--- src/core/mcd_pkg.sv ---
`default_nettype none
package mcd_pkg;
   // ------------------------------------------------------------
   // register map (byte addresses, one word each)
   // ------------------------------------------------------------
   localparam logic [7:0]  ADDR_TIMER = 8'h00; // timer register address
   localparam logic [7:0]  ADDR_PORT  = 8'h04; // first i/o port address
   localparam logic [7:0]  ADDR_STAT  = 8'h08; // decoder state, read only
   localparam logic [11:0] RST_TIMER  = 12'hfd6; // timer address reset
   localparam logic [11:0] RST_PORT   = 12'hf8d; // port base reset
   localparam logic [2:0]  HSIZE_WORD = 3'h2; // only whole-word writes
   // ------------------------------------------------------------
   // opcode fields
   // ------------------------------------------------------------
   localparam logic [3:0] NIB_BCLR = 4'h9; // bit clear
   localparam logic [3:0] NIB_BSET = 4'h8; // bit set
   localparam logic [3:0] NIB_BTGL = 4'h7; // bit toggle
   localparam logic [3:0] NIB_SKPC = 4'hb; // skip if clear
   localparam logic [3:0] NIB_SKPS = 4'ha; // skip if set
   localparam logic [3:0] NIB_REL  = 4'hd; // relative jump / call
   localparam logic [3:0] NIB_CTRL = 4'he; // branches, long forms
   localparam logic [3:0] NIB_EXT  = 4'hf; // second word / no-op
   localparam logic [3:0] NIB_LIT  = 4'h0; // literal and misc group
   localparam logic [3:0] LIT_ADD  = 4'hf; // literal add
   localparam logic [3:0] LIT_SUB  = 4'h8; // literal subtract
   localparam logic [3:0] LIT_OR   = 4'h9; // literal or
   localparam logic [3:0] LIT_AND  = 4'hb; // literal and
   localparam logic [3:0] LIT_XOR  = 4'ha; // literal xor
   localparam logic [3:0] LIT_LOAD = 4'he; // accumulator load
   localparam logic [3:0] LIT_MUL  = 4'hd; // literal multiply
   localparam logic [3:0] LIT_RET  = 4'hc; // return with literal
   localparam logic [3:0] LIT_BANK = 4'h1; // bank pointer load
   localparam logic [3:0] LIT_MISC = 4'h0; // single-word specials
   localparam logic [2:0] LONG_CALL = 3'h6; // 110s call first word
   localparam logic [2:0] LONG_JMP  = 3'h7; // absolute jump
   localparam logic [2:0] LONG_PTR  = 3'h7; // pointer load, w[11:9]
   localparam logic [7:0] W_SLEEP = 8'h03; // standby
   localparam logic [7:0] W_PUSH  = 8'h05; // push return stack
   localparam logic [7:0] W_POP   = 8'h06; // discard stack top
   localparam logic [6:0] W_IRET  = 7'h08; // 0001 000s
   localparam logic [6:0] W_RET   = 7'h09; // 0001 001s
   localparam logic [5:0] W_TABLE_READ_OP = 6'h02; // 0000 10xx
   localparam logic [5:0] W_TBLWR = 6'h03; // 0000 11xx
   localparam logic [7:0] ACC_SPLIT = 8'h60; // access bank low/high split
   localparam logic [4:0] FL_ARITH = 5'h1f; // n ov z dc c
   localparam logic [4:0] FL_ZN    = 5'h14; // n z only

   typedef enum logic [1:0] {ST_RUN, ST_OPERAND, ST_FLUSH} mcd_state_e;

   typedef enum logic [4:0] {
      OP_NOP, OP_BIT_CLR, OP_BIT_SET, OP_BIT_TGL, OP_SKIP_CLR, OP_SKIP_SET,
      OP_BRANCH, OP_JUMP_REL, OP_CALL_REL, OP_CALL, OP_JUMP_ABS, OP_PUSH,
      OP_POP, OP_IRET, OP_RETURN, OP_SLEEP, OP_LIT_ADD, OP_LIT_SUB,
      OP_LIT_OR, OP_LIT_AND, OP_LIT_XOR, OP_LIT_LOAD, OP_LIT_MUL,
      OP_RET_LIT, OP_BANK_LOAD, OP_PTR_LOAD, OP_TBL_RD, OP_TBL_WR, OP_FILE
   } mcd_op_e;

   typedef struct packed {
      mcd_op_e     op;        // decoded action
      logic [15:0] raw;       // word as fetched (first word if long)
      logic [2:0]  bit_num;   // bit number of bit operations
      logic        access;    // access select bit
      logic        dest_file; // 1: result back to file register
      logic [11:0] faddr;     // resolved file address
      logic [7:0]  literal;   // 8-bit literal
      logic [19:0] target;    // jump target, offset or pointer value
      logic        fast;      // fast save / restore
      logic [1:0]  ptr_sel;   // indirect pointer select
      logic [1:0]  tbl_mode;  // table pointer update variant
      logic [4:0]  flag_mask; // n ov z dc c updated
      logic        pc_load;   // program counter changes
      logic        use_pins;  // modify pin levels, not latch
      logic        clr_presc; // clear timer prescaler
      logic        wdt_flag;  // new watchdog-expired flag value
      logic        pd_flag;   // new power-down flag value
   } mcd_ctrl_s;
endpackage
`default_nettype wire

--- src/core/mcd_decoder.sv ---
// How it works
// - top nibble selects bit clear/set/toggle/skip
// - 1110 0xxx branches on flags, 1/2 cycles
// - call is two words, s selects fast
// - absolute jump is two words, two cycles
// - lone 1111 word executes as no-operation
// - single-word pc change or true test adds flush
// - 0x0006 pops, 0x0005 pushes stack
// - interrupt return re-enables, s restores fast
// - standby word updates watchdog and powerdown flags
// - literal add updates all five flags
// - literal subtract: literal minus accumulator
// - or/and/xor update zero and negative only
// - bank load writes low bank nibble
// - load and multiply change no flags
// - pointer load: two words, 12-bit literal
// - table reads 10xx, four pointer variants
// - table writes 11xx, four pointer variants
// - return with literal loads accumulator, returns
// - bit ops on ports use pin levels
// - bit op on timer clears prescaler if assigned
// - access bit 0 access bank, 1 bank
// - destination bit 0 accumulator, 1 file
//
// Local design decisions: the register offsets and the AHB-Lite slave port.
`timescale 1ns/10ps
`default_nettype none
module mcd_decoder
   import mcd_pkg::*;
#(
   parameter int PORT_CNT = 5 // number of i/o port addresses
) (
   input  wire logic        sys_clk_i,      // core clock
   input  wire logic        arst_n_i,       // async reset, low
   input  wire logic [15:0] instr_i,        // fetched word
   input  wire logic        instr_valid_i,  // word present
   input  wire logic        flag_c_i,       // carry flag
   input  wire logic        flag_z_i,       // zero flag
   input  wire logic        flag_ov_i,      // overflow flag
   input  wire logic        flag_n_i,       // negative flag
   input  wire logic        skip_bit_i,     // tested bit value
   input  wire logic        presc_assign_i, // prescaler assigned
   output logic             ctrl_valid_o,   // ctrl_o valid
   output mcd_ctrl_s        ctrl_o,         // decoded controls
   input  wire logic        hsel_i,         // ahb select
   input  wire logic [31:0] haddr_i,        // ahb address
   input  wire logic [1:0]  htrans_i,       // ahb transfer
   input  wire logic        hwrite_i,       // ahb write
   input  wire logic [2:0]  hsize_i,        // ahb size
   input  wire logic [31:0] hwdata_i,       // ahb write data
   input  wire logic        hready_i,       // ahb bus ready
   output logic [31:0]      hrdata_o,       // ahb read data
   output logic             hreadyout_o,    // ahb slave ready
   output logic             hresp_o         // ahb response
);
   // ------------------------------------------------------------
   // elaboration check
   // ------------------------------------------------------------
   if (PORT_CNT < 1 || PORT_CNT > 256) begin : g_bad_ports
      $error("PORT_CNT must be 1 to 256");
   end

   // window of port addresses
   localparam logic [11:0] PORT_SPAN = 12'(PORT_CNT); // port range size

   // ------------------------------------------------------------
   // all state in one struct
   // ------------------------------------------------------------
   typedef struct packed {
      mcd_state_e  st;         // fetch sequencing state
      logic [15:0] first;      // held first word of long forms
      mcd_ctrl_s   ctrl;       // registered decode
      logic        ctrl_valid; // one cycle per issued step
      logic [3:0]  bank_select_pointer;        // local copy of bank pointer
      logic [11:0] timer_addr; // timer register address
      logic [11:0] port_base;  // first port address
      logic        wr_pend;    // ahb write in data phase
      logic [7:0]  wr_addr;    // its address
      logic [31:0] rdata;      // ahb read data
   } mcd_regs_s;

   // q is the only register
   mcd_regs_s q;      // registered state
   mcd_regs_s next_q; // next state

   logic [15:0] w;       // current word
   logic        cond;    // branch flag value
   logic        bit_mod; // set, clear or toggle
   logic        in_port; // address falls in port range
   mcd_ctrl_s   c;       // decode of this cycle

   // ------------------------------------------------------------
   // decode and bus logic
   // ------------------------------------------------------------
   // one process builds the whole next state
   always_comb begin
      next_q = q;
      next_q.ctrl_valid = 1'b0;
      w = instr_i;
      c = '0;
      c.op = OP_NOP;
      c.raw = w;
      c.bit_num = w[11:9];
      c.access = w[8];
      c.dest_file = w[9];
      c.literal = w[7:0];
      // access bank maps low page and top page
      if (w[8]) begin
         c.faddr = {q.bank_select_pointer, w[7:0]};
      end else if (w[7:0] < ACC_SPLIT) begin
         c.faddr = {4'h0, w[7:0]};
      end else begin
         c.faddr = {4'hf, w[7:0]};
      end
      // bit 8 inverts the flag test
      unique case (w[10:9])
         2'h0:    cond = flag_z_i;
         2'h1:    cond = flag_c_i;
         2'h2:    cond = flag_ov_i;
         default: cond = flag_n_i;
      endcase
      bit_mod = 1'b0;
      // pin reads only inside window
      in_port = (c.faddr >= q.port_base) &&
                (c.faddr - q.port_base < PORT_SPAN);

      // a stall holds all sequencing
      if (instr_valid_i) begin
         unique case (q.st)
            // word after a single-word pc change, a true skip or a table access is dropped
            ST_FLUSH: begin
               next_q.ctrl = c;
               next_q.ctrl.op = OP_NOP;
               next_q.ctrl.flag_mask = '0;
               next_q.ctrl_valid = 1'b1;
               next_q.st = ST_RUN;
            end
            // second word of a long form
            ST_OPERAND: begin
               c.raw = q.first;
               c.literal = q.first[7:0];
               next_q.st = ST_RUN;
               next_q.ctrl_valid = 1'b1;
               // pointer load decoded first
               if (w[15:12] != NIB_EXT) begin
                  c.op = OP_NOP; // broken pair, word lost
               end else if (q.first[11:9] == LONG_PTR && !q.first[8]) begin
                  c.op = OP_PTR_LOAD;
                  c.ptr_sel = q.first[5:4];
                  c.target = {8'h00, q.first[3:0], w[7:0]};
               end else begin
                  c.op = (q.first[10:8] == LONG_JMP) ? OP_JUMP_ABS
                                                      : OP_CALL;
                  c.target = {w[11:0], q.first[7:0]};
                  c.fast = (c.op == OP_CALL) & q.first[8];
                  c.pc_load = 1'b1;
               end
               next_q.ctrl = c;
            end
            default: begin
               unique case (w[15:12])
                  NIB_BCLR: c.op = OP_BIT_CLR;
                  NIB_BSET: c.op = OP_BIT_SET;
                  NIB_BTGL: c.op = OP_BIT_TGL;
                  NIB_SKPC: begin
                     c.op = OP_SKIP_CLR;
                     if (!skip_bit_i) begin
                        next_q.st = ST_FLUSH;
                     end
                  end
                  NIB_SKPS: begin
                     c.op = OP_SKIP_SET;
                     if (skip_bit_i) begin
                        next_q.st = ST_FLUSH;
                     end
                  end
                  NIB_REL: begin
                     c.op = w[11] ? OP_CALL_REL : OP_JUMP_REL;
                     c.target = {{9{w[10]}}, w[10:0]};
                     c.pc_load = 1'b1;
                     next_q.st = ST_FLUSH;
                  end
                  NIB_CTRL: begin
                     if (!w[11]) begin
                        c.op = OP_BRANCH;
                        c.target = {{12{w[7]}}, w[7:0]};
                        if (cond ^ w[8]) begin
                           c.pc_load = 1'b1;
                           next_q.st = ST_FLUSH;
                        end
                     end else if (w[11:9] == LONG_CALL ||
                                  w[10:8] == LONG_JMP ||
                                  (w[11:9] == LONG_PTR && !w[8])) begin
                        // hold word, wait for operand
                        next_q.first = w;
                        next_q.st = ST_OPERAND;
                     end else begin
                        c.op = OP_FILE;
                     end
                  end
                  NIB_EXT: c.op = OP_NOP;
                  NIB_LIT: begin
                     unique case (w[11:8])
                        LIT_ADD: begin
                           c.op = OP_LIT_ADD;
                           c.flag_mask = FL_ARITH;
                        end
                        LIT_SUB: begin
                           c.op = OP_LIT_SUB;
                           c.flag_mask = FL_ARITH;
                        end
                        LIT_OR: begin
                           c.op = OP_LIT_OR;
                           c.flag_mask = FL_ZN;
                        end
                        LIT_AND: begin
                           c.op = OP_LIT_AND;
                           c.flag_mask = FL_ZN;
                        end
                        LIT_XOR: begin
                           c.op = OP_LIT_XOR;
                           c.flag_mask = FL_ZN;
                        end
                        LIT_LOAD: c.op = OP_LIT_LOAD;
                        LIT_MUL:  c.op = OP_LIT_MUL;
                        LIT_RET: begin
                           c.op = OP_RET_LIT;
                           c.pc_load = 1'b1;
                           next_q.st = ST_FLUSH;
                        end
                        LIT_BANK: begin
                           if (w[7:4] == 4'h0) begin
                              c.op = OP_BANK_LOAD;
                              next_q.bank_select_pointer = w[3:0];
                           end else begin
                              c.op = OP_FILE;
                           end
                        end
                        LIT_MISC: begin
                           if (w[7:0] == W_SLEEP) begin
                              c.op = OP_SLEEP;
                              c.wdt_flag = 1'b1;
                              c.pd_flag = 1'b0;
                           end else if (w[7:0] == W_PUSH) begin
                              c.op = OP_PUSH;
                           end else if (w[7:0] == W_POP) begin
                              c.op = OP_POP;
                           end else if (w[7:1] == W_IRET) begin
                              c.op = OP_IRET;
                              c.fast = w[0];
                              c.pc_load = 1'b1;
                              next_q.st = ST_FLUSH;
                           end else if (w[7:1] == W_RET) begin
                              c.op = OP_RETURN;
                              c.fast = w[0];
                              c.pc_load = 1'b1;
                              next_q.st = ST_FLUSH;
                           end else if (w[7:2] == W_TABLE_READ_OP) begin
                              c.op = OP_TBL_RD;
                              c.tbl_mode = w[1:0];
                              next_q.st = ST_FLUSH;
                           end else if (w[7:2] == W_TBLWR) begin
                              c.op = OP_TBL_WR;
                              c.tbl_mode = w[1:0];
                              next_q.st = ST_FLUSH;
                           end else if (w[7:0] == 8'h00) begin
                              c.op = OP_NOP;
                           end else begin
                              c.op = OP_FILE; // datapath reads raw
                           end
                        end
                        default: c.op = OP_FILE;
                     endcase
                  end
                  default: c.op = OP_FILE;
               endcase
               // only modify ops read pins
               bit_mod = (c.op == OP_BIT_CLR) || (c.op == OP_BIT_SET) ||
                         (c.op == OP_BIT_TGL);
               c.use_pins = bit_mod && in_port;
               c.clr_presc = bit_mod && presc_assign_i &&
                             (c.faddr == q.timer_addr);
               // first word of a long form issues nothing yet
               if (next_q.st != ST_OPERAND) begin
                  next_q.ctrl = c;
                  next_q.ctrl_valid = 1'b1;
               end
            end
         endcase
      end

      // status register is read only
      // ahb data phase: write lands from the held address
      if (q.wr_pend) begin
         if (q.wr_addr == ADDR_TIMER) begin
            next_q.timer_addr = hwdata_i[11:0];
         end else if (q.wr_addr == ADDR_PORT) begin
            next_q.port_base = hwdata_i[11:0];
         end
      end
      // ahb address phase; slave never stalls
      next_q.wr_pend = 1'b0;
      if (hsel_i && hready_i && htrans_i[1]) begin
         next_q.wr_pend = hwrite_i && (hsize_i == HSIZE_WORD);
         next_q.wr_addr = haddr_i[7:0];
         if (!hwrite_i) begin
            unique case (haddr_i[7:0])
               ADDR_TIMER: next_q.rdata = {20'h00000, q.timer_addr};
               ADDR_PORT:  next_q.rdata = {20'h00000, q.port_base};
               ADDR_STAT:  next_q.rdata = {20'h00000, q.bank_select_pointer, q.st,
                                           q.ctrl_valid, q.ctrl.op};
               default:    next_q.rdata = 32'h00000000; // unmapped
            endcase
         end
      end
   end

   // ------------------------------------------------------------
   // state register
   // ------------------------------------------------------------
   // reset holds a no-operation decode with no valid strobe
   always_ff @(posedge sys_clk_i or negedge arst_n_i) begin
      if (!arst_n_i) begin
         q <= '0;
         // default address map
         q.timer_addr <= RST_TIMER;
         q.port_base <= RST_PORT;
      end else begin
         q <= next_q;
      end
   end

   // ------------------------------------------------------------
   // outputs
   // ------------------------------------------------------------
   assign ctrl_o = q.ctrl;
   assign ctrl_valid_o = q.ctrl_valid;
   assign hrdata_o = q.rdata;
   // bus never waits, never errs
   assign hreadyout_o = 1'b1; // zero wait states
   assign hresp_o = 1'b0;     // always okay
endmodule
`default_nettype wire

--- config.mk ---
export PLATFORM = sky130hd
export DESIGN_NAME = mcd_decoder
export DESIGN_NICKNAME = d
export VERILOG_FILES = /design/src/core/mcd_pkg.sv /design/src/core/mcd_decoder.sv
export SDC_FILE = /design/constraint.sdc
export NUM_CORES = 1
export LEC_CHECK = 0
export ABC_AREA = 1
export BUFFER_PORTS_ARGS = -buffer_cell sky130_fd_sc_hd__buf_4
export CORE_ASPECT_RATIO = 1.1
export CORE_MARGIN = 3
export CORE_UTILIZATION = 50
export CTS_CLUSTER_DIAMETER = 30
export DETAILED_ROUTE_END_ITERATION = 10
export PLACE_DENSITY_LB_ADDON = 0.08
export SETUP_SLACK_MARGIN = 0.15
export SYNTH_ARGS = -nofsm -noshare
export SYNTH_HDL_FRONTEND = slang
export SYNTH_SLANG_ARGS = --single-unit
--- constraint.sdc ---
create_clock -name sys_clk_i -period 3 [get_ports sys_clk_i]
set_input_delay 0.9 -clock sys_clk_i [delete_from_list [all_inputs] [get_ports sys_clk_i]]
set_output_delay 0.9 -clock sys_clk_i [all_outputs]
set_load 0.02 [all_outputs]
Yosys cells after proc, flatten, opt, wreduce, memory -nomap -nowiden
Index checks and enable logic that the tools add are counted.
{"block": "op_classes", "addsub": 1, "n_lt_le_gt_ge": 3, "eq_ne": 44, "muxes": 86, "bitwise": 5, "n_reduce_logical": 32}
{"cell": "82-bit one-hot mux with 2 select lines", "count": 1}
{"cell": "82-bit two-way mux", "count": 1}
{"cell": "5-bit two-way mux", "count": 15}
{"cell": "4-bit == test (second input constant)", "count": 16}
{"cell": "2-bit two-way mux", "count": 27}
{"cell": "5-bit one-hot mux with 10 select lines", "count": 1}
{"cell": "5-bit one-hot mux with 9 select lines", "count": 1}
{"cell": "41-bit two-way mux", "count": 1}
{"cell": "20-bit two-way mux", "count": 2}
{"cell": "20-bit one-hot mux with 2 select lines", "count": 1}
{"cell": "12-bit one-hot mux with 3 select lines", "count": 1}
{"cell": "8-bit by 3-bit == test with 1-bit output (second input constant)", "count": 4}
{"cell": "32-bit two-way mux", "count": 1}
{"cell": "8-bit logical NOT", "count": 3}
{"cell": "12-bit two-way mux", "count": 2}
{"cell": "23-bit two-way mux", "count": 1}
{"cell": "4-bit two-way mux", "count": 5}
{"cell": "18-bit two-way mux", "count": 1}
{"cell": "1-bit two-way mux", "count": 17}
{"cell": "3-bit == test (second input constant)", "count": 5}
{"cell": "7-bit by 4-bit == test with 1-bit output (second input constant)", "count": 2}
{"cell": "12-bit == test", "count": 1}
{"cell": "6-bit by 2-bit == test with 1-bit output (second input constant)", "count": 2}
{"cell": "12-bit greater-or-equal comparator", "count": 1}
{"cell": "35 further kinds", "count": 59}
{"block": "word_totals", "reg_bits": 169, "in_bits": 97, "output_inout_bits": 116, "word_cells": 197}

Longest topological paths before layout
{"block": "depth", "ltp_word": 21, "mapped_depth": 20, "depth_no_buf": 19}

Worst setup path after synthesis
OpenSTA, ideal clock, no wires.
{"block": "synth_timing", "path_kind": "input -> register", "startpoint": "input instr_i[8]", "endpoint": "register q, in the netlist ctrl_o[3]", "setup_ns": 0.065, "arrival_ns": 2.728, "t_required_ns": 2.935, "path_slack_ns": 0.207, "path_stages": 15, "path_buffers": 2, "cell_sequence": "buf_2 inv_1 buf_2 nand3_1 o21ai_0 inv_1 ha_1 inv_1 nor3_1 o21ai_0 nand4_1 nand4_1 nor2_1 nand3_1 nand2_1"}
{"block": "synth_between", "elab_chain_cells": 14, "elab_cells_between_ends": 45, "classes_between": "add/sub: 1; order compare: 2; eq/ne: 14; mux: 16; bitwise: 1; reduce/logical: 11"}
{"item": "start, declared", "line": "mcd_decoder.sv:35", "source": "input wire logic [15:0] instr_i,"}
{"item": "branches (longest 14 deep; another with 12-bit subtractor)"}
{"item": "end signal, assigned", "line": "mcd_decoder.sv:329", "source": "q <= next_q;"}
{"item": "end, declared", "line": "mcd_decoder.sv:83", "source": "mcd_regs_s q;"}
Parallel ways; which one is timed is not known. The select of a mux whose other input is x is not followed.
A chain may end at the register's enable or synchronous reset.

Worst setup path after layout
{"block": "layout_timing", "startpoint": "register q[167] (netlist name)", "endpoint": "register q[156] (netlist name)"}
{"block": "layout_between", "elab_chain_cells": 4, "elab_cells_between_ends": 5, "classes_between": "eq/ne: 2; bitwise: 1; reduce/logical: 2"}
{"item": "2-bit by 1-bit == test with 1-bit output / 2-bit == test (equally long branches)", "line": "mcd_decoder.sv:129", "source": "unique case (q.st)"}
{"item": "2-bit OR reduction (no source line) (*)"}
{"item": "1-bit NOT (no source line) (*)"}
{"item": "5-bit AND reduction (no source line) (*)"}
Every way passes the cells marked *; elsewhere a longest branch is shown, timed or not.

==> run_results.csv <==
group,metric,value,unit
outcome,status,"finished, final reports clean",
final_layout,mostFrequentLayoutCells,"336 x nand2_1, 193 x buf_4, 125 x inv_1, 119 x dfrtp_1, 106 x o21ai_0",
floorplan,core,17300,sq um
timing,fin_crit_sh,87.1,%
drt,postRouteAntennaNets,0,
yosys,ys_seq_area_share,38.5,%
timing,slew_viol_final,0,
worst_setup_path,arrival,2.91,ns
final_layout,syn2layout_area_growth,14.9,%
timing,clock_skew,0.00861,ns
drt,drc_errors,0,
yosys,synthTopCellsByArea,"dfrtp_1 33%, nand2_1 14%, buf_4 10%, o21ai_0 6.0%, inv_1 5.3%",
floorplan,rows,50,
place,port_buffers,144,
final_layout,drive_above_1_share,22.5,%
drt,drtIter0Drc,878,
worst_setup_path,startpoint_type,"flop",
yosys,syn_inst,1220,
timing,rsz0062_at_grt,"false",
timing,hold_ws,0.408,ns
pwr,p_seq_share,36.6,%
global_route,grt-ovfl-total,0,
drt,wl_met2,12500,um
flow_run,cap_violations,0,
yosys,synth_top_area_share,33.5,%
clock_network,clock-sinks,136,
global_route,grt_pass1_wl,41400,um
drt,m1WireLength,11300,um
worst_setup_path,worstSetupEndpointType,"flop",
final_layout,stdcell_count,1534,
clock_network,tritoncts,"done",
final_layout,nFillCells,1674,
floorplan,die_w,133,um
yosys,ys_ff_latch,136,
worst_setup_path,cp.required,3.30,ns
timing,hold_viol,0,
clock_network,clock_latency,0.42,ns
yosys,netlist.top_cell.by_area,"dfrtp_1",
yosys,synth_area,8900,sq um
yosys,synth_warnings,0,
global_route,antenna_found_initial,0,
floorplan,floorplan.initialDensity,51.5,%
pwr,powerDensity,614,nW/um^2
global_route,grt_pass1_vias,7707,
place,dp_slack,-0.144,ns
floorplan,die_y,146,um
pwr,pwr-share-comb,30.3,%
drt,wl_per_cell,17.0,um
drt,viasPerCell,5.26,
drt,met3_wirelength,1690,um
worst_setup_path,path_class,"reg2reg",
timing,clock.fmax,383,MHz
place,dp_hpwl,19900,um
timing,slew_headroom,59.5,%
worst_setup_path,worstPathMaxFanout,36,
final_layout,final_util,59.2,%
drt,top_layer_used,"met4",
pwr,p_int,4.02,mW
timing,setup-tns-final,0,ns
drt,wl,26100,um
floorplan,io_pins,213,
place,place_congestion,0.938,
pwr,worst_ir_drop_vdd,0.000451,V
place,placed_area,9630,sq um
final_layout,multiInputGateArea,3870,sq um
clock_network,htreeDepth,4,
clock_network,cts_inserted_buffers,17,
drt,via_count,8063,
clock_network,clk_pin_slew_worst_paths,0.06,ns
pwr,clockPowerShare,33.1,%
pwr,switching_share,35.9,%
timing,worst_pin_slew,0.603,ns
floorplan,dieArea,19400,sq um
place,place_inst,1502,
drt,drtPass1Iterations,5,
final_layout,stdcell_area,10200,sq um
final_layout,seqCellArea,3420,sq um
yosys,synth_cell_types,49,
clock_network,cts-root-buf,"clkbuf_16",
pwr,leakagePower,5.55,nW
timing,finalCriticalPeriod,2.61,ns
timing,setup-violations-final,0,
global_route,grt_max_degree,51,
final_layout,final_common_cell,"nand2_1",
pwr,total_power,6.27,mW
global_route,grt.total_usage,26.8,%
min_path,hp-class,"in2async",
timing,fin_ws,0.388,ns
yosys,syn_area_per_cell,7.29,sq um
final_layout,antenna_cells,0,
pwr,power.switching,2.25,mW
final_layout,nets,1398,
clock_network,cts_buffer_depth,2,
[cells in the mapped netlist, drive strengths merged]
cell type	instances
a211oi	1
a21boi	1
a21oi	24
a221oi	5
a31o	1
a31oi	3
a32oi	12
buf	149
clkbuf	22
clkinv	1
conb	2
dfrtp	119
dfstp	17
ha	14
inv	134
nand2	352
nand3	88
nand3b	2
nand4	16
nor2	68
nor3	15
nor4	5
o211ai	3
o21ai	132
o21bai	1
o22ai	17
o2bb2ai	1
o41ai	1
or2	6
xnor2	4
xor2	4
[kinds of logic after synthesis]
family	count (synthesis)	synth area share, %
XOR/XNOR	8	0.788
AO/OA/AOI/OAI	202	12.8
AND/OR/NAND/NOR	552	26.9
adder cells (fa/ha/maj)	14	1.97
buffers and inverters	306	19.0
flip-flops	136	38.5
other	2	0.0844
[per-layer routing]
metal / vias up / GRT usage [%]
met1: 3769 / 36.3
met5: - / 0
met4: 0 / 7.87
met3: 39 / 4.74
met2: 324 / 44.2
li1: 3931 / -
[area by class of cell]
class	count	share of cell area [%]
clock buffers	19	4.24
clock inverters	13	1.43
inverters	135	5.02
multi-input cells	799	37.9
flip-flops and latches	136	33.5
well taps	234	2.87
repair buffers	198	15.1
[sequential cells by signal, summed over array words and instances, names as in the netlist]
name and count:
hrdata_o 12, ctrl_valid_o 1, ctrl_o 68, q 55
[worst max-delay path, cell delays in order, from the launching register on]
cell	delay [ns]
dfrtp_1	0.38
inv_1	0.14
ha_1	0.33
buf_4	0.40
nand2_1	0.26
nor3_1	0.57
buf_4	0.31
o21ai_0	0.09
[repair_timing]
| item | CTS | global route |
|---|---|---|
| gates resized for setup | 0 | 3 |
| hold buffers | 0 | 0 |
| endpoints found under the hold margin | 0 | 0 |
| endpoints found under the setup margin | 0 | 1 |
| setup buffers | 0 | 0 |
[power groups by stage]
| stage | combinational [mW] | sequential [mW] | clock (mW) |
|---|---|---|---|
| after global placement | 1.88 | 2.32 | 0 |
| after global routing | 2.07 | 2.33 | 2.18 |
| after CTS | 1.90 | 2.29 | 2.10 |
| after detailed placement | 1.90 | 2.32 | 0 |
| after floorplan | 1.48 | 2.26 | 0 |
| final | 1.90 | 2.30 | 2.07 |
[path summary, 6_finish.rpt]
path                          start         end  slack [ns]  cells past startpoint
max in group asynchronous  arst_n_i       q[49]        1.90                      2
min in group sys_clk_i       q[166]      q[166]        0.47                      1
hold / removal             arst_n_i  ctrl_o[43]        0.41                      1
setup reg to reg             q[167]      q[156]        0.39                      7
hold reg to reg              q[166]      q[166]        0.47                      1
setup / recovery             q[167]      q[156]        0.39                      7
Power figures use the tool's default switching activity.
